## config.mk

```make
export PLATFORM = sky130hd
export DESIGN_NAME = wt_timer
export DESIGN_NICKNAME = d
export VERILOG_FILES = /design/src/design/wt_pkg.sv /design/src/design/wt_timer.sv /design/src/design/wt_prescaler.sv
export VERILOG_INCLUDE_DIRS = /design/src /design/src/design
export SDC_FILE = /design/constraint.sdc
export NUM_CORES = 1
export LEC_CHECK = 0
export BUFFER_PORTS_ARGS = -buffer_cell sky130_fd_sc_hd__buf_4
export CAP_MARGIN = 10
export CORE_UTILIZATION = 31
export CTS_CLUSTER_SIZE = 40
export DETAILED_ROUTE_END_ITERATION = 8
export PLACE_DENSITY_LB_ADDON = 0.08
export SETUP_SLACK_MARGIN = 0.1
export SLEW_MARGIN = 20
export SYNTH_ARGS = -nofsm -noshare
export SYNTH_HDL_FRONTEND = slang
export SYNTH_SLANG_ARGS = --single-unit
```

## constraint.sdc

```tcl
create_clock -name sys_clk -period 4.1 [get_ports sys_clk]
set_input_delay 1.025 -clock sys_clk [delete_from_list [all_inputs] [get_ports sys_clk]]
set_output_delay 1.025 -clock sys_clk [all_outputs]
set_load 0.1 [all_outputs]
```

## src/design/wt_timer_consts.svh

```systemverilog
// constants for the watchdog timer: register indices, fields, reset values, counts
// assumes a 10 MHz system clock and an Avalon-MM byte address of 8 bits
// Summary of operation
// - expiry without refresh forces full device reset
// - on expiry while active, drive reset low
// - refresh op starts idle or restarts running watchdog
// - software mode only for unlock byte AAh
// - software mode: sleep op stops the counter
// - hardware mode: sleep ignored, counting never stops
// - after reset: enabled, hardware mode
// - prescaler divides master clock by 500
// - low four select bits choose delay
// - timeout equals prescaler period times division factor
// - code zero gives factor one, else 625n
`ifndef WT_TIMER_CONSTS_SVH
`define WT_TIMER_CONSTS_SVH

// register indices; byte address is four times the index
`define WT_IDX_UNLOCK      6'h04
`define WT_IDX_SELECT      6'h07
`define WT_IDX_STATUS      6'h08

`define WT_UNLOCK_RST      8'h00
`define WT_UNLOCK_CODE     8'hAA
`define WT_SELECT_RST      4'h1
`define WT_SELECT_W        4

// status fields
`define WT_ST_ACTIVE       0
`define WT_ST_SOFT         1
`define WT_ST_RESETTING    2
`define WT_ST_CNT_LSB      16
`define WT_CNT_W           14

// timing
`define WT_PRESC_DIV       500
`define WT_FACTOR_STEP     625
`define WT_RESET_CYCLES    4

`endif

```

## src/design/wt_pkg.sv

```systemverilog
// types shared by the watchdog timer files
// assumes wt_timer_consts.svh for all numbers
package wt_pkg;

   typedef enum logic [2:0] {
      WT_ST_RUN   = 3'b001,
      WT_ST_STOP  = 3'b010,
      WT_ST_RESET = 3'b100
   } wt_state_t;

endpackage : wt_pkg

```

## src/design/wt_timer.sv

```systemverilog
// watchdog timer with Avalon-MM register slave and refresh/sleep op inputs
// assumes ops come from the core on sys_clk as one-cycle pulses; reset_req_n
// feeds the chip reset logic which in turn asserts rst
//
// The Avalon-MM interface to the registers was left to the implementer.
`timescale 1ns/10ps
`default_nettype none
`include "wt_timer_consts.svh"
module wt_timer #(
   parameter int PRESC_DIV    = `WT_PRESC_DIV,
   parameter int FACTOR_STEP  = `WT_FACTOR_STEP,
   parameter int RESET_CYCLES = `WT_RESET_CYCLES
) (
   // clock and reset
   input  wire logic        sys_clk,
   input  wire logic        rst,
   // avalon-mm slave
   input  wire logic [7:0]  avs_address,
   input  wire logic        avs_read,
   input  wire logic        avs_write,
   input  wire logic [31:0] avs_writedata,
   input  wire logic [3:0]  avs_byteenable,
   output logic [31:0]      avs_readdata,
   output logic             avs_waitrequest,
   // core instructions
   input  wire logic        watchdog_refresh_op,
   input  wire logic        watchdog_sleep_op,
   // outputs
   output logic             reset_req_n,
   output logic             wdog_active
);
   import wt_pkg::*;

   localparam int CW = `WT_CNT_W;
   localparam int RW = $clog2(RESET_CYCLES + 1);

   wt_pkg::wt_state_t state_r, state_nxt;

   logic [7:0]                 unlock_code_bits_r;
   logic [`WT_SELECT_W-1:0]    timeout_select_r;
   logic [CW-1:0]              tick_cnt_r;
   logic [CW-1:0]              limit;
   logic [RW-1:0]              rst_cnt_r;
   logic                       soft_mode;
   logic                       tick;
   logic                       expire;
   logic                       refresh_ok;
   logic                       sleep_ok;
   logic                       avs_req;
   logic                       avs_acc;
   logic                       wr_unlock;
   logic                       wr_select;
   logic [31:0]                rd_data;
   logic [31:0]                avs_readdata_r;
   logic                       avs_waitrequest_r;
   logic                       reset_req_n_r;
   logic                       wdog_active_r;

   assign avs_readdata    = avs_readdata_r;
   assign avs_waitrequest = avs_waitrequest_r;
   assign reset_req_n     = reset_req_n_r;
   assign wdog_active     = wdog_active_r;

   // ---------------- register bus ----------------
   // one wait cycle per access: waitrequest drops in the cycle after the request
   assign avs_req = avs_read || avs_write;
   assign avs_acc = avs_req && !avs_waitrequest_r;

   always_ff @(posedge sys_clk) begin
      if (rst) begin
         avs_waitrequest_r <= 1'b1;
      end else begin
         avs_waitrequest_r <= !(avs_req && avs_waitrequest_r);
      end
   end

   assign wr_unlock = avs_acc && avs_write && avs_byteenable[0]
                      && (avs_address == {`WT_IDX_UNLOCK, 2'b00});
   assign wr_select = avs_acc && avs_write && avs_byteenable[0]
                      && (avs_address == {`WT_IDX_SELECT, 2'b00});

   always_comb begin
      rd_data = 32'h00000000;
      unique case (avs_address)
         {`WT_IDX_UNLOCK, 2'b00}: rd_data[7:0] = unlock_code_bits_r;
         {`WT_IDX_SELECT, 2'b00}: rd_data[`WT_SELECT_W-1:0] = timeout_select_r;
         {`WT_IDX_STATUS, 2'b00}: begin
            rd_data[`WT_ST_ACTIVE]    = (state_r == WT_ST_RUN);
            rd_data[`WT_ST_SOFT]      = soft_mode;
            rd_data[`WT_ST_RESETTING] = (state_r == WT_ST_RESET);
            rd_data[`WT_ST_CNT_LSB +: CW] = tick_cnt_r;
         end
         default: rd_data = 32'h00000000;
      endcase
   end

   // data is latched in the wait cycle so it stands at the accepting edge
   always_ff @(posedge sys_clk) begin
      if (rst) begin
         avs_readdata_r <= 32'h00000000;
      end else if (avs_read && avs_waitrequest_r) begin
         avs_readdata_r <= rd_data;
      end
   end

   // ---------------- configuration ----------------
   always_ff @(posedge sys_clk) begin
      if (rst) begin
         unlock_code_bits_r <= `WT_UNLOCK_RST;
      end else if (wr_unlock) begin
         unlock_code_bits_r <= avs_writedata[7:0];
      end
   end

   always_ff @(posedge sys_clk) begin
      if (rst) begin
         timeout_select_r <= `WT_SELECT_RST;
      end else if (wr_select) begin
         timeout_select_r <= avs_writedata[`WT_SELECT_W-1:0];
      end
   end

   // any code but the unlock value keeps the unstoppable mode
   assign soft_mode = (unlock_code_bits_r == `WT_UNLOCK_CODE);

   // code 0 is a single tick, others step by the factor
   always_comb begin
      if (timeout_select_r == '0) begin
         limit = CW'(1);
      end else begin
         limit = CW'(FACTOR_STEP * int'(timeout_select_r));
      end
   end

   // ---------------- counting ----------------
   wt_prescaler #(
      .DIV     (PRESC_DIV)
   ) u_presc (
      .sys_clk (sys_clk),
      .rst     (rst),
      .run     (state_r == WT_ST_RUN),
      .clear   (refresh_ok),
      .tick    (tick)
   );

   // a refresh in the same cycle as sleep wins, so the core never loses protection
   assign refresh_ok = watchdog_refresh_op && (state_r != WT_ST_RESET);
   assign sleep_ok   = watchdog_sleep_op && soft_mode && !refresh_ok;
   // >= covers a select lowered while the count was already past it
   assign expire = (state_r == WT_ST_RUN) && tick && !refresh_ok
                   && (tick_cnt_r >= limit - CW'(1));

   always_ff @(posedge sys_clk) begin
      if (rst || refresh_ok || state_r != WT_ST_RUN) begin
         tick_cnt_r <= '0;
      end else if (tick) begin
         tick_cnt_r <= tick_cnt_r + CW'(1);
      end
   end

   always_comb begin
      state_nxt = state_r;
      unique case (state_r)
         WT_ST_RUN: begin
            if (expire) begin
               state_nxt = WT_ST_RESET;
            end else if (sleep_ok) begin
               state_nxt = WT_ST_STOP;
            end
         end
         WT_ST_STOP: begin
            // losing the unlock code makes the watchdog unstoppable again
            if (refresh_ok || !soft_mode) begin
               state_nxt = WT_ST_RUN;
            end
         end
         WT_ST_RESET: begin
            if (rst_cnt_r == RW'(RESET_CYCLES - 1)) begin
               state_nxt = WT_ST_RUN;
            end
         end
         default: state_nxt = WT_ST_RUN;
      endcase
   end

   always_ff @(posedge sys_clk) begin
      if (rst) begin
         state_r <= WT_ST_RUN;
      end else begin
         state_r <= state_nxt;
      end
   end

   always_ff @(posedge sys_clk) begin
      if (rst || state_r != WT_ST_RESET) begin
         rst_cnt_r <= '0;
      end else begin
         rst_cnt_r <= rst_cnt_r + RW'(1);
      end
   end

   // the reset request is held low for the whole reset cycle
   always_ff @(posedge sys_clk) begin
      if (rst) begin
         reset_req_n_r <= 1'b1;
         wdog_active_r <= 1'b1;
      end else begin
         reset_req_n_r <= (state_nxt != WT_ST_RESET);
         wdog_active_r <= (state_nxt == WT_ST_RUN);
      end
   end
endmodule : wt_timer
`default_nettype wire

```

## src/design/wt_prescaler.sv

```systemverilog
// fixed divider making the one-cycle timeout tick enable
// assumes one clock; clear restarts a full division period
`timescale 1ns/10ps
`default_nettype none
module wt_prescaler #(
   parameter int DIV = 500
) (
   // clock and reset
   input  wire logic sys_clk,
   input  wire logic rst,
   // control
   input  wire logic run,
   input  wire logic clear,
   // tick
   output logic      tick
);
   import wt_pkg::*;

   localparam int CW = $clog2(DIV);

   logic [CW-1:0] div_cnt_r;
   logic [CW:0]   gap_r;

   assign tick = run && !clear && (div_cnt_r == CW'(DIV - 1));

   always_ff @(posedge sys_clk) begin
      if (rst || clear || !run || tick) begin
         div_cnt_r <= '0;
      end else begin
         div_cnt_r <= div_cnt_r + 1'b1;
      end
   end

   // cycles since last tick or restart, seen only by the check below
   always_ff @(posedge sys_clk) begin
      if (rst || clear || !run || tick) begin
         gap_r <= '0;
      end else begin
         gap_r <= gap_r + 1'b1;
      end
   end
endmodule : wt_prescaler
`default_nettype wire

```

### Yosys cells after proc, flatten, opt, wreduce, memory -nomap -nowiden

Index checks and enable logic that the tools add are counted.

* register bits: 66
* bits of input ports: 50
* output and inout bits: 35
* word-level logic and storage cells: 67

* add/subtract/negate cells: 4
* multiply operators: 1
* magnitude comparators: 1
* equality and inequality tests: 13
* mux-type cells: 10
* reduce and logical (&&, ||, !) cells: 28

Operator list (count)
* $mux W14: 2
* $pmux W3 S3: 2
* $eq A8 B5 Y1 const B: 2
* $logic_and A1 B1 Y1: 15
* $add A14 B1 Y14 const B: 1
* $ge A14 B14 Y1: 1
* $mul A10 B4 Y14 const A: 1
* $sub A14 B1 Y14 const B: 1
* $mux W3: 4
* $add A9 B1 Y9 const B: 1
* $eq A9 B9 Y1 const B: 1
* $eq A8 B6 Y1 const B: 1
* $eq A8 B8 Y1 const B: 1
* $logic_or A1 B1 Y1: 7
* $eq A3 B1 Y1 const B: 2
* $eq A3 B2 Y1 const B: 2
* $ne A3 B3 Y1 const B: 2
* $logic_not A1 Y1: 5
* $logic_not A4 Y1: 1
* $mux W4: 1
* $add A3 B1 Y3 const B: 1
* $eq A3 B3 Y1 const B: 1
* $ne A3 B1 Y1 const B: 1
* $pmux W1 S2: 1

### Depth between registers and ports, before layout

* depth after elaboration: 11
* depth in mapped cells: 18
* mapped depth without buffers: 17

### Cells and area by module

From an unflattened synthesis, not the netlist that was laid out.

* cell total of the unflattened synthesis: 453
* area total of the unflattened synthesis: 3901.2 um^2

By module, submodules not included
* wt_timer: times used 1, cells an instance 405, area each 3475.8 um^2, sequential area each 1141.1 um^2
* wt_prescaler: times used 1, cells an instance 48, area each 425.4 um^2, sequential area each 180.2 um^2

### Worst setup path after synthesis

OpenSTA, ideal clock, no wires.

* path type: register to register
* start point: register timeout_select_r[1]
* end point: register state_r[0]
* setup time: 87 ps
* arrival time: 4025 ps
* data required time: 4013 ps
* setup slack: -13 ps
* cell stages (with the launch flop): 16
* path buffers: 0
* period minus slack after synthesis: 4113 ps
* cells stage by stage: dfxtp_1 fa_1 ha_1 fa_1 xor2_1 o31ai_1 nand2_1 a21oi_1 a21oi_1 or3_1 ha_1 nand4_1 a21oi_1 a2111oi_0 a21oi_1 o31ai_1

* cells in the longest elaborated chain, start to end: 7
* elaborated cells on any way between the ends: 8
* those cells by class: 1 x add/sub; 1 x mul; 1 x order compare; 3 x mux; 2 x reduce/logical

RTL lines
* from (decl): RTL line wt_timer.sv:40 `` logic [`WT_SELECT_W-1:0] timeout_select_r; ``
* from (signal assigned): RTL line wt_timer.sv:117 `` timeout_select_r <= `WT_SELECT_RST; ``
* from (signal assigned): RTL line wt_timer.sv:119 `` timeout_select_r <= avs_writedata[`WT_SELECT_W-1:0]; ``
* $mul A10 B4 Y14 / $logic_not A4 Y1 (equally long branches): RTL line wt_timer.sv:131, wt_timer.sv:128
* $mux W14 (*): RTL line wt_timer.sv:128 `if (timeout_select_r == '0) begin`
* $sub A14 B1 Y14 (*): RTL line wt_timer.sv:151 `&& (tick_cnt_r >= limit - CW'(1));`
* $ge A14 B14 Y1 (*): RTL line wt_timer.sv:151
* $logic_and A1 B1 Y1 (*): RTL line wt_timer.sv:151
* $mux W3 (*): RTL line wt_timer.sv:165 `if (expire) begin`
* $pmux W3 S3 (*): RTL line wt_timer.sv:163 `unique case (state_r)`
* to (signal assigned): RTL line wt_timer.sv:190 `state_r <= state_nxt;`
* to (decl): RTL line wt_timer.sv:37 `wt_pkg::wt_state_t state_r, state_nxt;`

Every way passes the cells marked *; elsewhere a longest branch is shown, timed or not.
A chain may end at the register's enable or synchronous reset.

### Worst setup path in the final report

* start point: register timeout_select_r[2]
* end point: register state_r[2]

The elaborated chain is that of the path after synthesis.

==> impl_summary.txt <==
----------------------------------------------------
[Placed design]
  Placer Congestion ... 0.7686
  Final HPWL DP ... 6.951 mm
  Post-Place Cells ... 650
  Worst setup slack after placement ... -0.5870 ns
  Count of input and output buffers ... 47

[Die]
  Num rows ... 40
  Die height ... 112.9 um
  Number of I/O pins ... 85
  Effective utilization at floorplan ... 31.73%
  Width of the chip ... 112.9 um
  Std-Cell Core Area ... 12010 um2
  Die outline area ... 12740 um2

[STA]
  Max-slew violation count ... 0
  Setup-failing EPs final ... 0
  Setup repair after global routing missed its margin ... yes
  Remaining max-slew budget at the tightest pin ... 31.69%
  Worst Skew ... 0.005105 ns
  Minimum clock period ... roughly 4 ns
  Max frequency ... 251.2 MHz
  Endpoints failing hold ... 0
  Final Cycle Share ... 97.11%
  Worst slew pin tran ... 1.022 ns
  Worst Setup Slack, final ... 0.1185 ns

[Layout]
  Synth-to-layout area growth ... 35.16%
  Antenna diode count ... 0
  Filler instances ... 1210
  Fraction of final layout cells with drive strength greater than 1 ... 29.25%
  Flip-flop and latch area ... around 1300 um2
  Final Net Count ... 607
  Post-layout instance count excluding filler cells ... 670
  Multi-input gate area ... 2596 um2

[Clocking]
  Source-to-sink clock delay at the later pin of the worst-skew pair ... 0.33 ns
  Clock transition at the registers of the reported paths ... 0.06 ns
  CTS H-tree depth ... 3
  Sink Count ... 66
  Root Driver ... sky130_fd_sc_hd__clkbuf_16
  TritonCTS clock tree ... yes
  CTS Hold Buffers Added ... 0
  Number of buffers created by CTS ... 9
  Maximum buffer depth of the clock tree ... 2

[Routing]
  1st-pass router iterations ... 4
  Detail-routed net length per standard cell ... about 14 um
  Wl on met1 ... about 4.8 mm
  DR top layer ... met4
  Total routed wirelength ... 9.486 mm
  Number of vias per cell ... 4.931
  Length of routed met3 wiring ... 329 um
  Initial DRC Count ... 127
  DR vias ... around 3300
  Remaining antenna violation count after routing ... 0
  Total DRC errors in the routed layout ... 0
  Routed met2 length ... 4.285 mm

[GRT]
  Grt ovf ... 0
  Largest net degree at the start of global routing ... 40
  Aggregate global-route resource usage ... 15.45%
  Number of antenna violations at the first check in global routing ... 0
  First-pass GRT wire length ... around 15 mm
  Vias in the first global route ... between 3000 and 4000

[Setup path]
  Data required time of the worst path ... 4.32 ns
  R2r setup slk ... ~0.12 ns
  Kind of critical path ... reg -> reg
  Crit end category ... flop
  Critical path data arrival time ... 4.20 ns
  Reg2Reg Launch Point ... timeout_select_r[2]
  Largest fanout on the critical path ... 5
  Crit path from ... timeout_select_r[2]
  Startpoint types ... flop

[Pwr]
  Maximum resistive drop on vdd ... 0.0002330 V
  Power Density ... 298.6 nW/um2
  Post-route total power ... approximately 0.0015 W
  Leakage power ... 2.082 nW

[Synthesis]
  Most used standard cells in the synthesized netlist ... sky130_fd_sc_hd__nor2_1 (69), sky130_fd_sc_hd__dfxtp_1 (66), sky130_fd_sc_hd__ha_1 (36)
  Number of distinct library cell variants in the gate-level netlist after synthesis ... 61
  Number of instances in the synthesized netlist ... 430
  Count of yosys warnings during synthesis ... 0
  Fraction of the yosys area taken by sequential cells ... 34.67%
  Post-synth ARST share ... 0%
  Average instance area after synthesis ... 8.863 um2
  Count of flip-flops with a built-in enable after synthesis ... 0
  Post-Syn Area ... approximately 3800 um2
  Fraction of synthesized cell area taken by the top area cell type ... 34.67%
  Top post-synthesis cells by area ... sky130_fd_sc_hd__dfxtp_1 (35%), sky130_fd_sc_hd__ha_1 (12%), sky130_fd_sc_hd__nor2_1 (6.8%)
  Dominant register cell in the synthesized netlist ... sky130_fd_sc_hd__dfxtp_1
  Seq cells post-synth ... 66
  Top-count cell post-synth ... sky130_fd_sc_hd__nor2_1
  Most area-hungry cell type in the Yosys netlist ... sky130_fd_sc_hd__dfxtp_1

[Worst hold path]
  Startpoint of the most critical hold path ... rst_cnt_r[0]
  Class of the most critical hold timing path ... reg -> reg

[Flow run]
  Reported max-cap violation count ... 0

[Outcome]
  Outcome ... finished clean

----------------------------------------------------
-- flip-flops by register name, summed over array words and instances, names as in the netlist --
register,cells
avs_readdata,22
tick_cnt_r,14
u_presc.div_cnt_r,9
unlock_code_bits_r,8
timeout_select_r,4
rst_cnt_r,3
state_r,3
avs_waitrequest,1
reset_req_n,1
wdog_active,1
-- area by class of cell --
| type | count | share of cell area, % |
|---|---|---|
| inverter | 11 | 0.8016 |
| clock buffer | 11 | 4.906 |
| tap | 147 | 3.571 |
| sequential | 66 | 25.75 |
| timing repair buffer | 90 | 13.41 |
| multi-input combinational | 340 | 50.40 |
| clock inverter | 5 | 1.166 |
-- layout by cell type (no fill, tap or decap), types with 4 or more instances in the layout --
cell type                   synthesis  final
sky130_fd_sc_hd__nor4_1             4      4
sky130_fd_sc_hd__conb_1             1     10
sky130_fd_sc_hd__ha_1              36     24
sky130_fd_sc_hd__xor2_1            14     12
sky130_fd_sc_hd__nand3_1            7      7
sky130_fd_sc_hd__nor2_1            69     68
sky130_fd_sc_hd__xnor2_1           13     12
sky130_fd_sc_hd__clkbuf_16          0      9
sky130_fd_sc_hd__buf_4             11     86
sky130_fd_sc_hd__mux2i_1           12     12
sky130_fd_sc_hd__o21ai_0           10      8
sky130_fd_sc_hd__nand4_1            7      7
sky130_fd_sc_hd__buf_6              0      4
sky130_fd_sc_hd__a22oi_1           27     27
sky130_fd_sc_hd__or3_1              6      5
sky130_fd_sc_hd__inv_1             11     10
sky130_fd_sc_hd__a21oi_1           16     12
sky130_fd_sc_hd__and3_1             4      4
sky130_fd_sc_hd__nand2_1           34     34
sky130_fd_sc_hd__ha_4               0      8
sky130_fd_sc_hd__dfxtp_1           66     64
sky130_fd_sc_hd__nor3_1             6      5
sky130_fd_sc_hd__a21o_1             5      5
sky130_fd_sc_hd__ha_2               0      4
-- path summary, 6_finish.rpt --
check,to,cells after the start
setup / recovery,state_r[2],18
hold / removal,rst_cnt_r[0],1
setup reg to reg,state_r[2],18
hold reg to reg,rst_cnt_r[0],1
-- per-stage QoR --
step	TNS, ns	util [%]	hold WS, ns	cell area (um2)
finish	0	42.89	0.4375	5151
global route	-0.07828	42.89	0.4606	5151
CTS	0	42.47	0.4375	5101
detailed placement	-2.697	37.93	0.4293	4556
global placement	-2.661	37.93	0.4163	4556
floorplan	0	-	0.4084	3852
-- critical path, cell delays in order (launching register included) --
cell and delay [ns]:
sky130_fd_sc_hd__dfxtp_4 0.36, sky130_fd_sc_hd__buf_6 0.11, sky130_fd_sc_hd__inv_2 0.05, sky130_fd_sc_hd__ha_4 0.15, sky130_fd_sc_hd__ha_2 0.16, sky130_fd_sc_hd__or2_4 0.23, sky130_fd_sc_hd__ha_4 0.26, sky130_fd_sc_hd__or4b_1 0.43
sky130_fd_sc_hd__or3_4 0.41, sky130_fd_sc_hd__o311ai_4 0.10, sky130_fd_sc_hd__nor3_1 0.09, sky130_fd_sc_hd__or3_1 0.32, sky130_fd_sc_hd__ha_1 0.31, sky130_fd_sc_hd__nand4_1 0.11, sky130_fd_sc_hd__a21oi_2 0.06, sky130_fd_sc_hd__a2111oi_4 0.29
sky130_fd_sc_hd__buf_4 0.18, sky130_fd_sc_hd__a21oi_4 0.07, sky130_fd_sc_hd__o21a_1 0.16
-- cell families after synthesis --
family / after synthesis / synth area share, %
AND/OR/NAND/NOR: 172 / 23.77
XOR/XNOR: 27 / 6.205
AO/OA/AOI/OAI: 79 / 14.02
buffers and inverters: 33 / 4.399
multiplexers: 13 / 3.447
other: 1 / 0.09840
flip-flops: 66 / 34.67
adder cells (fa/ha/maj): 39 / 13.39
-- power by group --
| part | leakage (nW) | switching, W | internal, W |
|---|---|---|---|
| clock network | 0.152 | 0.000292 | 0.000506 |
| registers | 0.533 | 0.00000131 | 0.000642 |
| logic | 1.40 | 0.0000763 | 0.0000203 |
| total | 2.08 | 0.000369 | 0.00117 |
-- what timing repair did --
item / CTS / global route
pin swaps: 23 / 6
endpoints found under the setup margin: 5 / 5
gates resized for setup: 36 / 9
buffers inserted: 4 / 0
hold endpoints to repair: 0 / 0
-- per-layer routing --
layer / track usage [%] / vias to the layer above
li1: - / 1695
met5: 0 / -
met4: 4.912 / 0
met2: 24.12 / 43
met1: 21.36 / 1561
met3: 3.214 / 5
(Power assumes the default switching activity.)
